`src/window_timer_params.svh`:
```
`ifndef WINDOW_TIMER_PARAMS_SVH
`define WINDOW_TIMER_PARAMS_SVH

// Service register location and field layout
`define SVC_ADDR          16'h00C7
`define SEL_MSB           7
`define SEL_LSB           6
`define KEY_MSB           5
`define KEY_LSB           1
`define MON_BIT           0
`define SVC_KEY           5'h0C
`define KEY_READ_VALUE    5'h00

// Reset values of the latched choices
`define SEL_RESET         2'h3
`define MON_RESET         1'b1

// Service window limits, in instruction cycles
`define LOWER_LIMIT       17'h00800
`define UPPER_BASE        17'h02000
`define FIRST_LIMIT       17'h10000

// Fault pin hold time after the pin is sensed low, in instruction cycles
`define HOLD_CYCLES       5'h10

// Idle counter bit whose toggle sets the pending flag
`define IDLE_TOGGLE_BIT   12

// Clock monitor: longest gap between oscillator edges before rejection
`define CLK_PERIOD_NS     10
`define CLKMON_LIMIT_US   100000

`endif

```
`src/window_timer_pkg.sv`:
```
package window_timer_pkg;

    typedef enum logic [3:0] {
        FLT_RUN     = 4'b0001,
        FLT_DRIVE   = 4'b0010,
        FLT_HOLD    = 4'b0100,
        FLT_RELEASE = 4'b1000
    } fault_state_t;

endpackage
```
`src/pin_sync3.sv`:
```
`timescale 1ns/10ps
`default_nettype none

module pin_sync3 #(
    parameter logic RESET_VAL = 1'b1
) (
    input  wire logic sys_clk_in,
    input  wire logic rst_in,
    input  wire logic pin_in,
    output logic      level_out
);

    logic meta_reg;
    logic stage2_reg;
    logic stage3_reg;

    // The first stage feeds only the second; a change counts once stages two and three agree
    always_ff @(posedge sys_clk_in or posedge rst_in) begin
        if (rst_in) begin
            meta_reg   <= RESET_VAL;
            stage2_reg <= RESET_VAL;
            stage3_reg <= RESET_VAL;
            level_out  <= RESET_VAL;
        end else begin
            meta_reg   <= pin_in;
            stage2_reg <= meta_reg;
            stage3_reg <= stage2_reg;
            if (stage2_reg == stage3_reg) begin
                level_out <= stage3_reg;
            end
        end
    end

endmodule

`default_nettype wire

```
`src/window_timer_and_clock_monitor.sv`:
```
// Summary of operation
// - Reset holds both the window checker and clock monitor inactive.
// - After reset both are armed with the longest window selected.
// - Only the first valid service write after reset latches window and monitor choice.
// - First service write is valid only with the fixed key, else error.
// - Later writes must match stored window, fixed key and stored monitor bit.
// - A fully matching write inside the window is a valid service and restarts the count.
// - Any field mismatch in a service write raises the fault output.
// - Reading the service register returns zeros in the key bits.
// - Window error detection is suspended in HALT and IDLE.
// - Clock monitor stays active in HALT and IDLE.
// - RC option with startup delay clear resumes the window after HALT.
// - Otherwise HALT exit restarts the window; software waits 2048 cycles.
// - The idle counter is never cleared or loaded by reset.
// - Pending flag sets when idle counter bit 12 toggles; software clears it.
// - Leaving IDLE is an automatic service; software waits 2048 cycles.
// - First service is accepted anywhere in the 65536-cycle window.
// - Register bits 7:6 window select, 5:1 key, 0 monitor enable.
// - Select codes give 8k, 16k, 32k, 64k upper limits, 2048 lower.
// - Service before the lower limit or missing the upper limit is an error.
// - Fault pin driven low, held 16 cycles after sensed low and while a clock error lasts, then released.
`include "window_timer_params.svh"
`timescale 1ns/10ps
`default_nettype none

module window_timer_and_clock_monitor #(
    parameter int unsigned CLKMON_CYCLES = `CLKMON_LIMIT_US * 1000 / `CLK_PERIOD_NS
) (
    input  wire logic        sys_clk_in,
    input  wire logic        rst_in,
    input  wire logic        instr_tick_in,
    input  wire logic [15:0] addr_in,
    input  wire logic        wr_en_in,
    input  wire logic        rd_en_in,
    input  wire logic [7:0]  wdata_in,
    output logic      [7:0]  rdata_out,
    input  wire logic        halt_in,
    input  wire logic        idle_in,
    input  wire logic        rc_osc_option_in,
    input  wire logic        oscillator_startup_delay_bit_in,
    input  wire logic        osc_sense_in,
    input  wire logic        fault_pin_in,
    output logic             fault_output_pin_out,
    output logic             fault_output_pin_oe_out,
    output logic             clock_fail_out,
    input  wire logic        idle_pend_clear_in,
    output logic             idle_tick_pending_out
);

    ////////////////////////////////////////////////////////////////////////////////
    // Declarations

    window_timer_pkg::fault_state_t state_reg;
    window_timer_pkg::fault_state_t state_next;

    logic [1:0]  sel_reg;
    logic        mon_en_reg;
    logic        first_done_reg;
    logic [16:0] win_cnt_reg;
    logic [16:0] win_cnt_inc;
    logic [16:0] win_limit;
    logic [4:0]  hold_cnt_reg;
    logic [23:0] mon_cnt_reg;
    logic        osc_prev_reg;
    logic        halt_prev_reg;
    logic        idle_prev_reg;
    logic [15:0] idle_cnt_reg = 16'h0000;
    logic        idle_pend_reg;

    logic        osc_level;
    logic        pin_level;
    logic        svc_wr;
    logic        svc_rd;
    logic        accept;
    logic        key_ok;
    logic        fields_ok;
    logic        too_early;
    logic        svc_ok;
    logic        svc_err;
    logic        running;
    logic        timeout_err;
    logic        halt_exit;
    logic        idle_exit;
    logic        halt_restart;
    logic        halt_resume;
    logic        release_done;
    logic        win_restart;
    logic        clk_err;
    logic        any_err;
    logic        hold_done;
    logic        osc_edge;
    logic        idle_toggle;

    ////////////////////////////////////////////////////////////////////////////////
    // Pin synchronisers

    pin_sync3 #(
        .RESET_VAL (1'b0)
    ) u_osc_sync (
        .sys_clk_in (sys_clk_in),
        .rst_in     (rst_in),
        .pin_in     (osc_sense_in),
        .level_out  (osc_level)
    );

    pin_sync3 #(
        .RESET_VAL (1'b1)
    ) u_fault_sync (
        .sys_clk_in (sys_clk_in),
        .rst_in     (rst_in),
        .pin_in     (fault_pin_in),
        .level_out  (pin_level)
    );

    ////////////////////////////////////////////////////////////////////////////////
    // Service write decode

    assign svc_wr    = wr_en_in && (addr_in == `SVC_ADDR);
    assign svc_rd    = rd_en_in && (addr_in == `SVC_ADDR);
    // A service while the fault pin is active is ignored
    assign accept    = svc_wr && (state_reg == window_timer_pkg::FLT_RUN);
    assign key_ok    = (wdata_in[`KEY_MSB:`KEY_LSB] == `SVC_KEY);
    assign fields_ok = key_ok && (!first_done_reg ||
                       ((wdata_in[`SEL_MSB:`SEL_LSB] == sel_reg) &&
                        (wdata_in[`MON_BIT] == mon_en_reg)));
    // no lower limit before the first service
    assign too_early = first_done_reg && (win_cnt_reg < `LOWER_LIMIT);
    assign svc_ok    = accept && fields_ok && !too_early;
    assign svc_err   = accept && (!fields_ok || too_early);

    ////////////////////////////////////////////////////////////////////////////////
    // Latched choices

    // reset arms the longest window with the monitor on
    always_ff @(posedge sys_clk_in or posedge rst_in) begin
        if (rst_in) begin
            sel_reg        <= `SEL_RESET;
            mon_en_reg     <= `MON_RESET;
            first_done_reg <= 1'b0;
        // one irrevocable latch of the choices
        end else if (accept && !first_done_reg && key_ok) begin
            sel_reg        <= wdata_in[`SEL_MSB:`SEL_LSB];
            mon_en_reg     <= wdata_in[`MON_BIT];
            first_done_reg <= 1'b1;
        end
    end

    // key bits always read back as zero
    always_ff @(posedge sys_clk_in or posedge rst_in) begin
        if (rst_in) begin
            rdata_out <= 8'h00;
        end else if (svc_rd) begin
            rdata_out <= {sel_reg, `KEY_READ_VALUE, mon_en_reg};
        end else begin
            rdata_out <= 8'h00;
        end
    end

    ////////////////////////////////////////////////////////////////////////////////
    // Low-power mode tracking

    always_ff @(posedge sys_clk_in or posedge rst_in) begin
        if (rst_in) begin
            halt_prev_reg <= 1'b0;
            idle_prev_reg <= 1'b0;
        end else begin
            halt_prev_reg <= halt_in;
            idle_prev_reg <= idle_in;
        end
    end

    assign halt_exit    = halt_prev_reg && !halt_in;
    assign idle_exit    = idle_prev_reg && !idle_in;
    // RC oscillator without startup delay keeps the count
    assign halt_resume  = halt_exit && rc_osc_option_in && !oscillator_startup_delay_bit_in;
    // any other oscillator setup restarts the window
    assign halt_restart = halt_exit && !halt_resume;

    ////////////////////////////////////////////////////////////////////////////////
    // Service window counter

    // counting and timeout checks stop in HALT and IDLE
    assign running     = (state_reg == window_timer_pkg::FLT_RUN) && !halt_in && !idle_in;
    assign win_cnt_inc = win_cnt_reg + 17'h00001;
    // upper limit doubles with each select code
    assign win_limit   = first_done_reg ? (`UPPER_BASE << sel_reg) : `FIRST_LIMIT;
    assign timeout_err = running && instr_tick_in && (win_cnt_inc >= win_limit);
    assign release_done = (state_reg == window_timer_pkg::FLT_RELEASE) && pin_level;
    // leaving IDLE acts as a hardware service
    assign win_restart = svc_ok || idle_exit || halt_restart || release_done;

    always_ff @(posedge sys_clk_in or posedge rst_in) begin
        if (rst_in) begin
            win_cnt_reg <= 17'h00000;
        end else if (win_restart) begin
            win_cnt_reg <= 17'h00000;
        end else if (running && instr_tick_in && !timeout_err) begin
            win_cnt_reg <= win_cnt_inc;
        end
    end

    ////////////////////////////////////////////////////////////////////////////////
    // Clock monitor

    assign osc_edge = osc_level != osc_prev_reg;

    // runs regardless of HALT and IDLE, on the system clock
    always_ff @(posedge sys_clk_in or posedge rst_in) begin
        if (rst_in) begin
            osc_prev_reg <= 1'b0;
            mon_cnt_reg  <= 24'h000000;
        end else begin
            osc_prev_reg <= osc_level;
            if (osc_edge) begin
                mon_cnt_reg <= 24'h000000;
            end else if (mon_cnt_reg < CLKMON_CYCLES[23:0]) begin
                mon_cnt_reg <= mon_cnt_reg + 24'h000001;
            end
        end
    end

    // Slow clocks between the two bounds may or may not be rejected; the gap is a parameter
    assign clk_err        = mon_en_reg && (mon_cnt_reg >= CLKMON_CYCLES[23:0]);
    assign clock_fail_out = clk_err;

    ////////////////////////////////////////////////////////////////////////////////
    // Fault pin sequencing

    assign any_err   = svc_err || timeout_err || clk_err;
    assign hold_done = (hold_cnt_reg == `HOLD_CYCLES) && !clk_err;

    always_comb begin
        state_next = state_reg;
        unique case (state_reg)
            window_timer_pkg::FLT_RUN: begin
                if (any_err) begin
                    state_next = window_timer_pkg::FLT_DRIVE;
                end
            end
            window_timer_pkg::FLT_DRIVE: begin
                if (!pin_level) begin
                    state_next = window_timer_pkg::FLT_HOLD;
                end
            end
            window_timer_pkg::FLT_HOLD: begin
                if (hold_done) begin
                    state_next = window_timer_pkg::FLT_RELEASE;
                end
            end
            window_timer_pkg::FLT_RELEASE: begin
                if (pin_level) begin
                    state_next = window_timer_pkg::FLT_RUN;
                end
            end
        endcase
    end

    always_ff @(posedge sys_clk_in or posedge rst_in) begin
        if (rst_in) begin
            state_reg <= window_timer_pkg::FLT_RUN;
        end else begin
            state_reg <= state_next;
        end
    end

    // count ticks once the pin is seen low
    always_ff @(posedge sys_clk_in or posedge rst_in) begin
        if (rst_in) begin
            hold_cnt_reg <= 5'h00;
        end else if (state_reg != window_timer_pkg::FLT_HOLD) begin
            hold_cnt_reg <= 5'h00;
        end else if (instr_tick_in && (hold_cnt_reg != `HOLD_CYCLES)) begin
            hold_cnt_reg <= hold_cnt_reg + 5'h01;
        end
    end

    // Open drain: only ever pulls low
    assign fault_output_pin_out    = 1'b0;
    assign fault_output_pin_oe_out = (state_reg == window_timer_pkg::FLT_DRIVE) ||
                                     (state_reg == window_timer_pkg::FLT_HOLD);

    ////////////////////////////////////////////////////////////////////////////////
    // Idle interval counter

    // deliberately free of reset, so the phase survives a reset
    always_ff @(posedge sys_clk_in) begin
        if (instr_tick_in) begin
            idle_cnt_reg <= idle_cnt_reg + 16'h0001;
        end
    end

    assign idle_toggle = instr_tick_in && (idle_cnt_reg[`IDLE_TOGGLE_BIT-1:0] == 12'hFFF);

    // set wins over a simultaneous clear
    always_ff @(posedge sys_clk_in or posedge rst_in) begin
        if (rst_in) begin
            idle_pend_reg <= 1'b0;
        end else if (idle_toggle) begin
            idle_pend_reg <= 1'b1;
        end else if (idle_pend_clear_in) begin
            idle_pend_reg <= 1'b0;
        end
    end

    assign idle_tick_pending_out = idle_pend_reg;

    ////////////////////////////////////////////////////////////////////////////////
    // Assertions

    a_reset_defaults: assert property (@(posedge sys_clk_in) disable iff (rst_in)
        !first_done_reg |-> (sel_reg == 2'h3) && mon_en_reg)
        else $error("choices changed before first valid service");

    a_choices_locked: assert property (@(posedge sys_clk_in) disable iff (rst_in)
        first_done_reg && svc_wr |=> $stable(sel_reg) && $stable(mon_en_reg))
        else $error("latched choices changed after first service");

    a_first_bad_key: assert property (@(posedge sys_clk_in) disable iff (rst_in)
        accept && !first_done_reg && !key_ok |=> fault_output_pin_oe_out)
        else $error("bad first key did not drive fault");

    a_field_mismatch: assert property (@(posedge sys_clk_in) disable iff (rst_in)
        accept && first_done_reg && (wdata_in[`MON_BIT] != mon_en_reg)
        |=> fault_output_pin_oe_out)
        else $error("monitor field mismatch not flagged");

    a_valid_restart: assert property (@(posedge sys_clk_in) disable iff (rst_in)
        svc_ok |=> (win_cnt_reg == 17'h00000) && !fault_output_pin_oe_out)
        else $error("valid service did not restart window");

    a_key_reads_zero: assert property (@(posedge sys_clk_in) disable iff (rst_in)
        svc_rd |=> (rdata_out[5:1] == 5'h00) && (rdata_out[7:6] == $past(sel_reg)))
        else $error("service read exposed key or lost select");

    a_mode_freeze: assert property (@(posedge sys_clk_in) disable iff (rst_in)
        (halt_in || idle_in) && !svc_wr && (state_reg == window_timer_pkg::FLT_RUN)
        |=> $stable(win_cnt_reg))
        else $error("window count moved in low power mode");

    a_halt_resume: assert property (@(posedge sys_clk_in) disable iff (rst_in)
        halt_resume && !idle_exit && !idle_in && !svc_wr && instr_tick_in && !timeout_err &&
        (state_reg == window_timer_pkg::FLT_RUN)
        |=> win_cnt_reg == $past(win_cnt_reg) + 17'h00001)
        else $error("window did not resume after halt");

    a_idle_service: assert property (@(posedge sys_clk_in) disable iff (rst_in)
        idle_exit |=> win_cnt_reg == 17'h00000)
        else $error("idle exit did not restart window");

    a_clkmon_active: assert property (@(posedge sys_clk_in) disable iff (rst_in)
        clk_err && (state_reg == window_timer_pkg::FLT_RUN) |=> fault_output_pin_oe_out)
        else $error("clock error did not drive fault");

    a_early_service: assert property (@(posedge sys_clk_in) disable iff (rst_in)
        accept && first_done_reg && (win_cnt_reg < 17'h00800) |=> fault_output_pin_oe_out)
        else $error("early service not flagged");

    a_pending_set: assert property (@(posedge sys_clk_in) disable iff (rst_in)
        idle_toggle |=> idle_tick_pending_out)
        else $error("idle toggle did not set pending");

    a_hold_length: assert property (@(posedge sys_clk_in) disable iff (rst_in)
        (state_reg == window_timer_pkg::FLT_HOLD) && (hold_cnt_reg < 5'h10)
        |=> fault_output_pin_oe_out)
        else $error("fault pin released before hold time");

endmodule

`default_nettype wire

```
`config.mk`:
```
export PLATFORM = sky130hd
export DESIGN_NAME = window_timer_and_clock_monitor
export DESIGN_NICKNAME = d
export VERILOG_FILES = /design/src/window_timer_pkg.sv /design/src/pin_sync3.sv /design/src/window_timer_and_clock_monitor.sv
export VERILOG_INCLUDE_DIRS = /design/src
export SDC_FILE = /design/constraint.sdc
export NUM_CORES = 1
export LEC_CHECK = 0
export BUFFER_PORTS_ARGS = -buffer_cell sky130_fd_sc_hd__buf_2
export CAP_MARGIN = 30
export CORE_MARGIN = 3
export CORE_UTILIZATION = 53
export CTS_BUF_LIST = sky130_fd_sc_hd__clkbuf_16
export DETAILED_ROUTE_END_ITERATION = 7
export PLACE_DENSITY = 0.79
export SLEW_MARGIN = 20
export SYNTH_ARGS = -nofsm -noshare
export SYNTH_HDL_FRONTEND = slang
export SYNTH_HIERARCHICAL = 1
export SYNTH_SLANG_ARGS = --single-unit
```
`constraint.sdc`:
```
create_clock -name sys_clk_in -period 3 [get_ports sys_clk_in]
set_clock_uncertainty 0.2 [all_clocks]
set_input_delay 0.3 -clock sys_clk_in [delete_from_list [all_inputs] [get_ports sys_clk_in]]
set_output_delay 0.3 -clock sys_clk_in [all_outputs]
set_load 0.03 [all_outputs]
```
==> metrics.csv <==
stage,metric,value,unit
timing,max frequency,0.323,GHz
floorplan,Initial Utilization,55.0,%
timing,minimum clock period,3.10,ns
global_routing,overall global routing resource usage,20.3,%
clock_network,clock sink count,81,
hold_path,number of cells on the worst hold path,2,
synthesis,largest cells by area after synthesis,"dfrtp_1 36%, edfxtp_1 8.4%, xor2_1 7.0%, dfstp_2 4.9%, nor2_1 3.7%",
timing,number of failing setup endpoints in the final timing report,13,
worst_setup_path,endpoint of the worst-slack reg-to-reg timing path,win_cnt_reg[9],
worst_setup_path,Worst Path Buf+Inv,1,
detailed_routing,DR vias/cell,5.64,
synthesis,post-synth top area share,35.7,%
pwr,power density cells,529,nW/um2
worst_setup_path,critical path capture point type,flop,
synthesis,ys flop type,dfrtp_1,
global_routing,first-pass GRT wire length,14.6,mm
detailed_routing,count of vias placed by the detailed router,3324,
worst_setup_path,Crit path top cell by count,and3_4,
place,pre-CTS WS,-0.000651,ns
final_layout,"Area growth, synth to finish",21.6,%
worst_setup_path,FF-to-FF setup slack,-0.1,ns
floorplan,Die Height,95.8,um
hold_path,worst min path class,input pin to flop,
worst_setup_path,arrival time of the worst setup path,3.16,ns
worst_setup_path,type of element launching the critical path,flop,
floorplan,die area,9180,um2
worst_setup_path,startpoint of the lowest-slack register-to-register path,win_cnt_reg[7],
global_routing,antenna violations before repair,0,
clock_network,total number of H-tree levels,3,
global_routing,pin count of the biggest net entering global routing,42,
place,routability-driven placement congestion ratio,0.816,
synthesis,leading cell type by number of instances after synthesis,dfrtp_1,
worst_setup_path,Worst path top cell family by delay,simple AND/OR/NAND/NOR gates,
global_routing,number of global-route vias before repair,3198,
place,port buffer count,41,
detailed_routing,drc violations,0,
detailed_routing,detailed router's first-iteration violation count,132,
synthesis,proportion of synthesized flip-flops having asynchronous set or reset,85.2,%
floorplan,area of the core region,7770,um2
synthesis,number of instances in the synthesized netlist,415,
place,half-perimeter wire length after placement,5.84,mm
clock_network,clock tree from TritonCTS,done,
timing,Final Hold Vio Count,0,
synthesis,Avg Synthesized Cell Area,10.3,um2
timing,number of max-slew violations in the final report,0,
timing,pin slew with the least headroom to its limit,0.536,ns
timing,minimum setup slack in the final design,-0.0971,ns
synthesis,number of synthesized flops with an enable pin,12,
clock_network,root buffer selected by CTS,clkbuf_16,
synthesis,netlist area before placement,4270,um2
final_layout,number of flip-flops in the largest register,24,
worst_setup_path,largest driver fanout on the critical path,5,
synthesis,part of the Yosys area used for sequential elements,49.1,%
worst_setup_path,CP Data Required Time,3.06,ns
floorplan,Die X-Extent,95.8,um
clock_network,insertion delay to the later sink of the worst-skew pair,0.34,ns
synthesis,yosys synthesis warning count,6,
worst_setup_path,CP max stage cell,or3_4,
pwr,leakage power figure,2.24,nW
hold_path,hold path endpoint,mon_en_reg,
detailed_routing,wire length reported by the detailed router,8.88,mm
detailed_routing,Pre-Repair DR Iteration Count,4,
job,Max Cap Viol,0,
final_layout,layout net count,528,
clock_network,clock slew seen by the registers of the worst setup and hold paths,0.06,ns
timing,Relative slew margins,64.3,%
worst_setup_path,critical path's largest stage delay,0.38,ns
floorplan,# rows,32,
worst_setup_path,cells traversed along the worst timing path,and3_4 > and2_4 > and3_4 > nand4_1 > xnor2_1 > ha_1 > a21o_1 > a311oi_4 > buf_12 > nand2_8 > or3_4 > a21oi_2,
synthesis,synthesis-stage register bit count,81,
synthesis,most common library cells after synthesis,"61 x dfrtp_1, 42 x nor2_1, 38 x nand2_1",
floorplan,num ports,48,
run_status,status,finished with violations,
clock_network,Longest Clk Path Bufs,2,
worst_setup_path,worst-case reg-to-reg path depth,12,
final_layout,share of final-layout standard cells stronger than drive strength 1,24.6,%
detailed_routing,routed len/inst,15.1,um
run_status,violations in the final reports,negative setup slack,
synthesis,library cell with the largest summed area after synthesis,dfrtp_1,
hold_path,launch point of the worst hold path,wdata_in[0],
global_routing,remaining global-route overflow,0,
timing,period utilization,103,%
pwr,VDD IR max,0.294,mV
clock_network,TritonCTS buffer count,9,
detailed_routing,remaining antenna violation count,0,
timing,worst hold margin,0.0279,ns
final_layout,count of antenna diodes in the layout,0,
synthesis,number of distinct library cell variants in the gate-level netlist after synthesis,56,
worst_setup_path,crit path kind,flop to flop,
timing,RSZ-0062 raised after global routing,yes,
[power by group]
part | switching (mW) | total, mW | internal, mW | leakage [nW]
Sequential | 0.0621 | 1.24 | 1.18 | 1.03
Clock | 0.467 | 1.20 | 0.738 | 0.161
Combinational | 0.182 | 0.304 | 0.122 | 1.05
Total | 0.711 | 2.75 | 2.03 | 2.24
[cell families after synthesis]
family / share of synthesized area (%)
simple gates: 25.0
flops: 49.1
xor+xnor: 10.2
compound gates: 7.38
buf+inv: 3.75
fa+ha+maj: 3.46
mux: 1.02
other cells: 0.0878
[metrics by stage]
step	area, um2	std cells	power, mW	TNS, ns	utilization, %
floorplan	4290	420	1.47	0	-
global placement	4600	554	1.54	0	59.2
detailed placement	4600	554	1.56	-0.000731	59.2
CTS	4990	576	2.77	0	64.2
global route	5190	589	2.85	-2.16	66.9
finish	5190	589	2.75	-0.498	66.9
[final cells by class]
type,instances,area [um2]
inverters,10,37.5
well taps,102,128
flip-flops and latches,81,2100
clock inverters,7,100
repair buffers,70,492
fillers,574,2570
multi-input cells,310,2110
clock buffers,9,225
[what timing repair did]
action | 4_1_cts | 5_1_grt
gates cloned | 0 | 1
setup endpoints to repair | 1 | 7
hold buffers | 6 | 0
hold endpoints to repair | 30 | 0
pin swaps | 0 | 12
gates resized for setup | 1 | 19
setup buffers | 0 | 12
[metal layers]
| metal | wire [um] | GRT usage, % | up-vias |
|---|---|---|---|
| met3 | 428 | 4.38 | 13 |
| met2 | 4370 | 32.0 | 94 |
| met1 | 3950 | 27.4 | 1629 |
| li1 | - | - | 1588 |
| met4 | 132 | 7.94 | 0 |
| met5 | 0 | 0 | - |
[how the worst max path moves through the flow]
stage,to,startpoint,cells past startpoint
3_5_place_dp,win_cnt_reg[9],win_cnt_reg[7],13
6_report,win_cnt_reg[9],win_cnt_reg[7],12
5_1_grt,win_cnt_reg[15],win_cnt_reg[7],13
2_1_floorplan,win_cnt_reg[13],win_cnt_reg[5],12
3_3_place_gp,win_cnt_reg[9],win_cnt_reg[7],12
4_1_cts,win_cnt_reg[9],win_cnt_reg[7],13
[cell usage in the layout, fill, tap and decap left out, drive strengths merged, types with 2 or more instances in the layout]
cell type     n
inv          13
xnor2        16
o31ai         3
and3         12
a21o          2
nand3        27
dlygate4sd3   6
bufinv        2
a21oi        13
nand2        39
nor2         42
nor3          5
buf          63
xor2         34
o21ai        14
nor4          2
maj3          2
dfrtp        61
and4          3
nor4bb        2
mux2          3
conb          6
nand3b        3
ha           10
nand2b        6
clkbuf       10
nand4        19
or3          11
edfxtp       12
and2          9
a31oi         2
nor4b         4
or4           4
o211ai        2
dfstp         8
clkinv        2
Note: power is estimated with default switching activity, not from simulation.
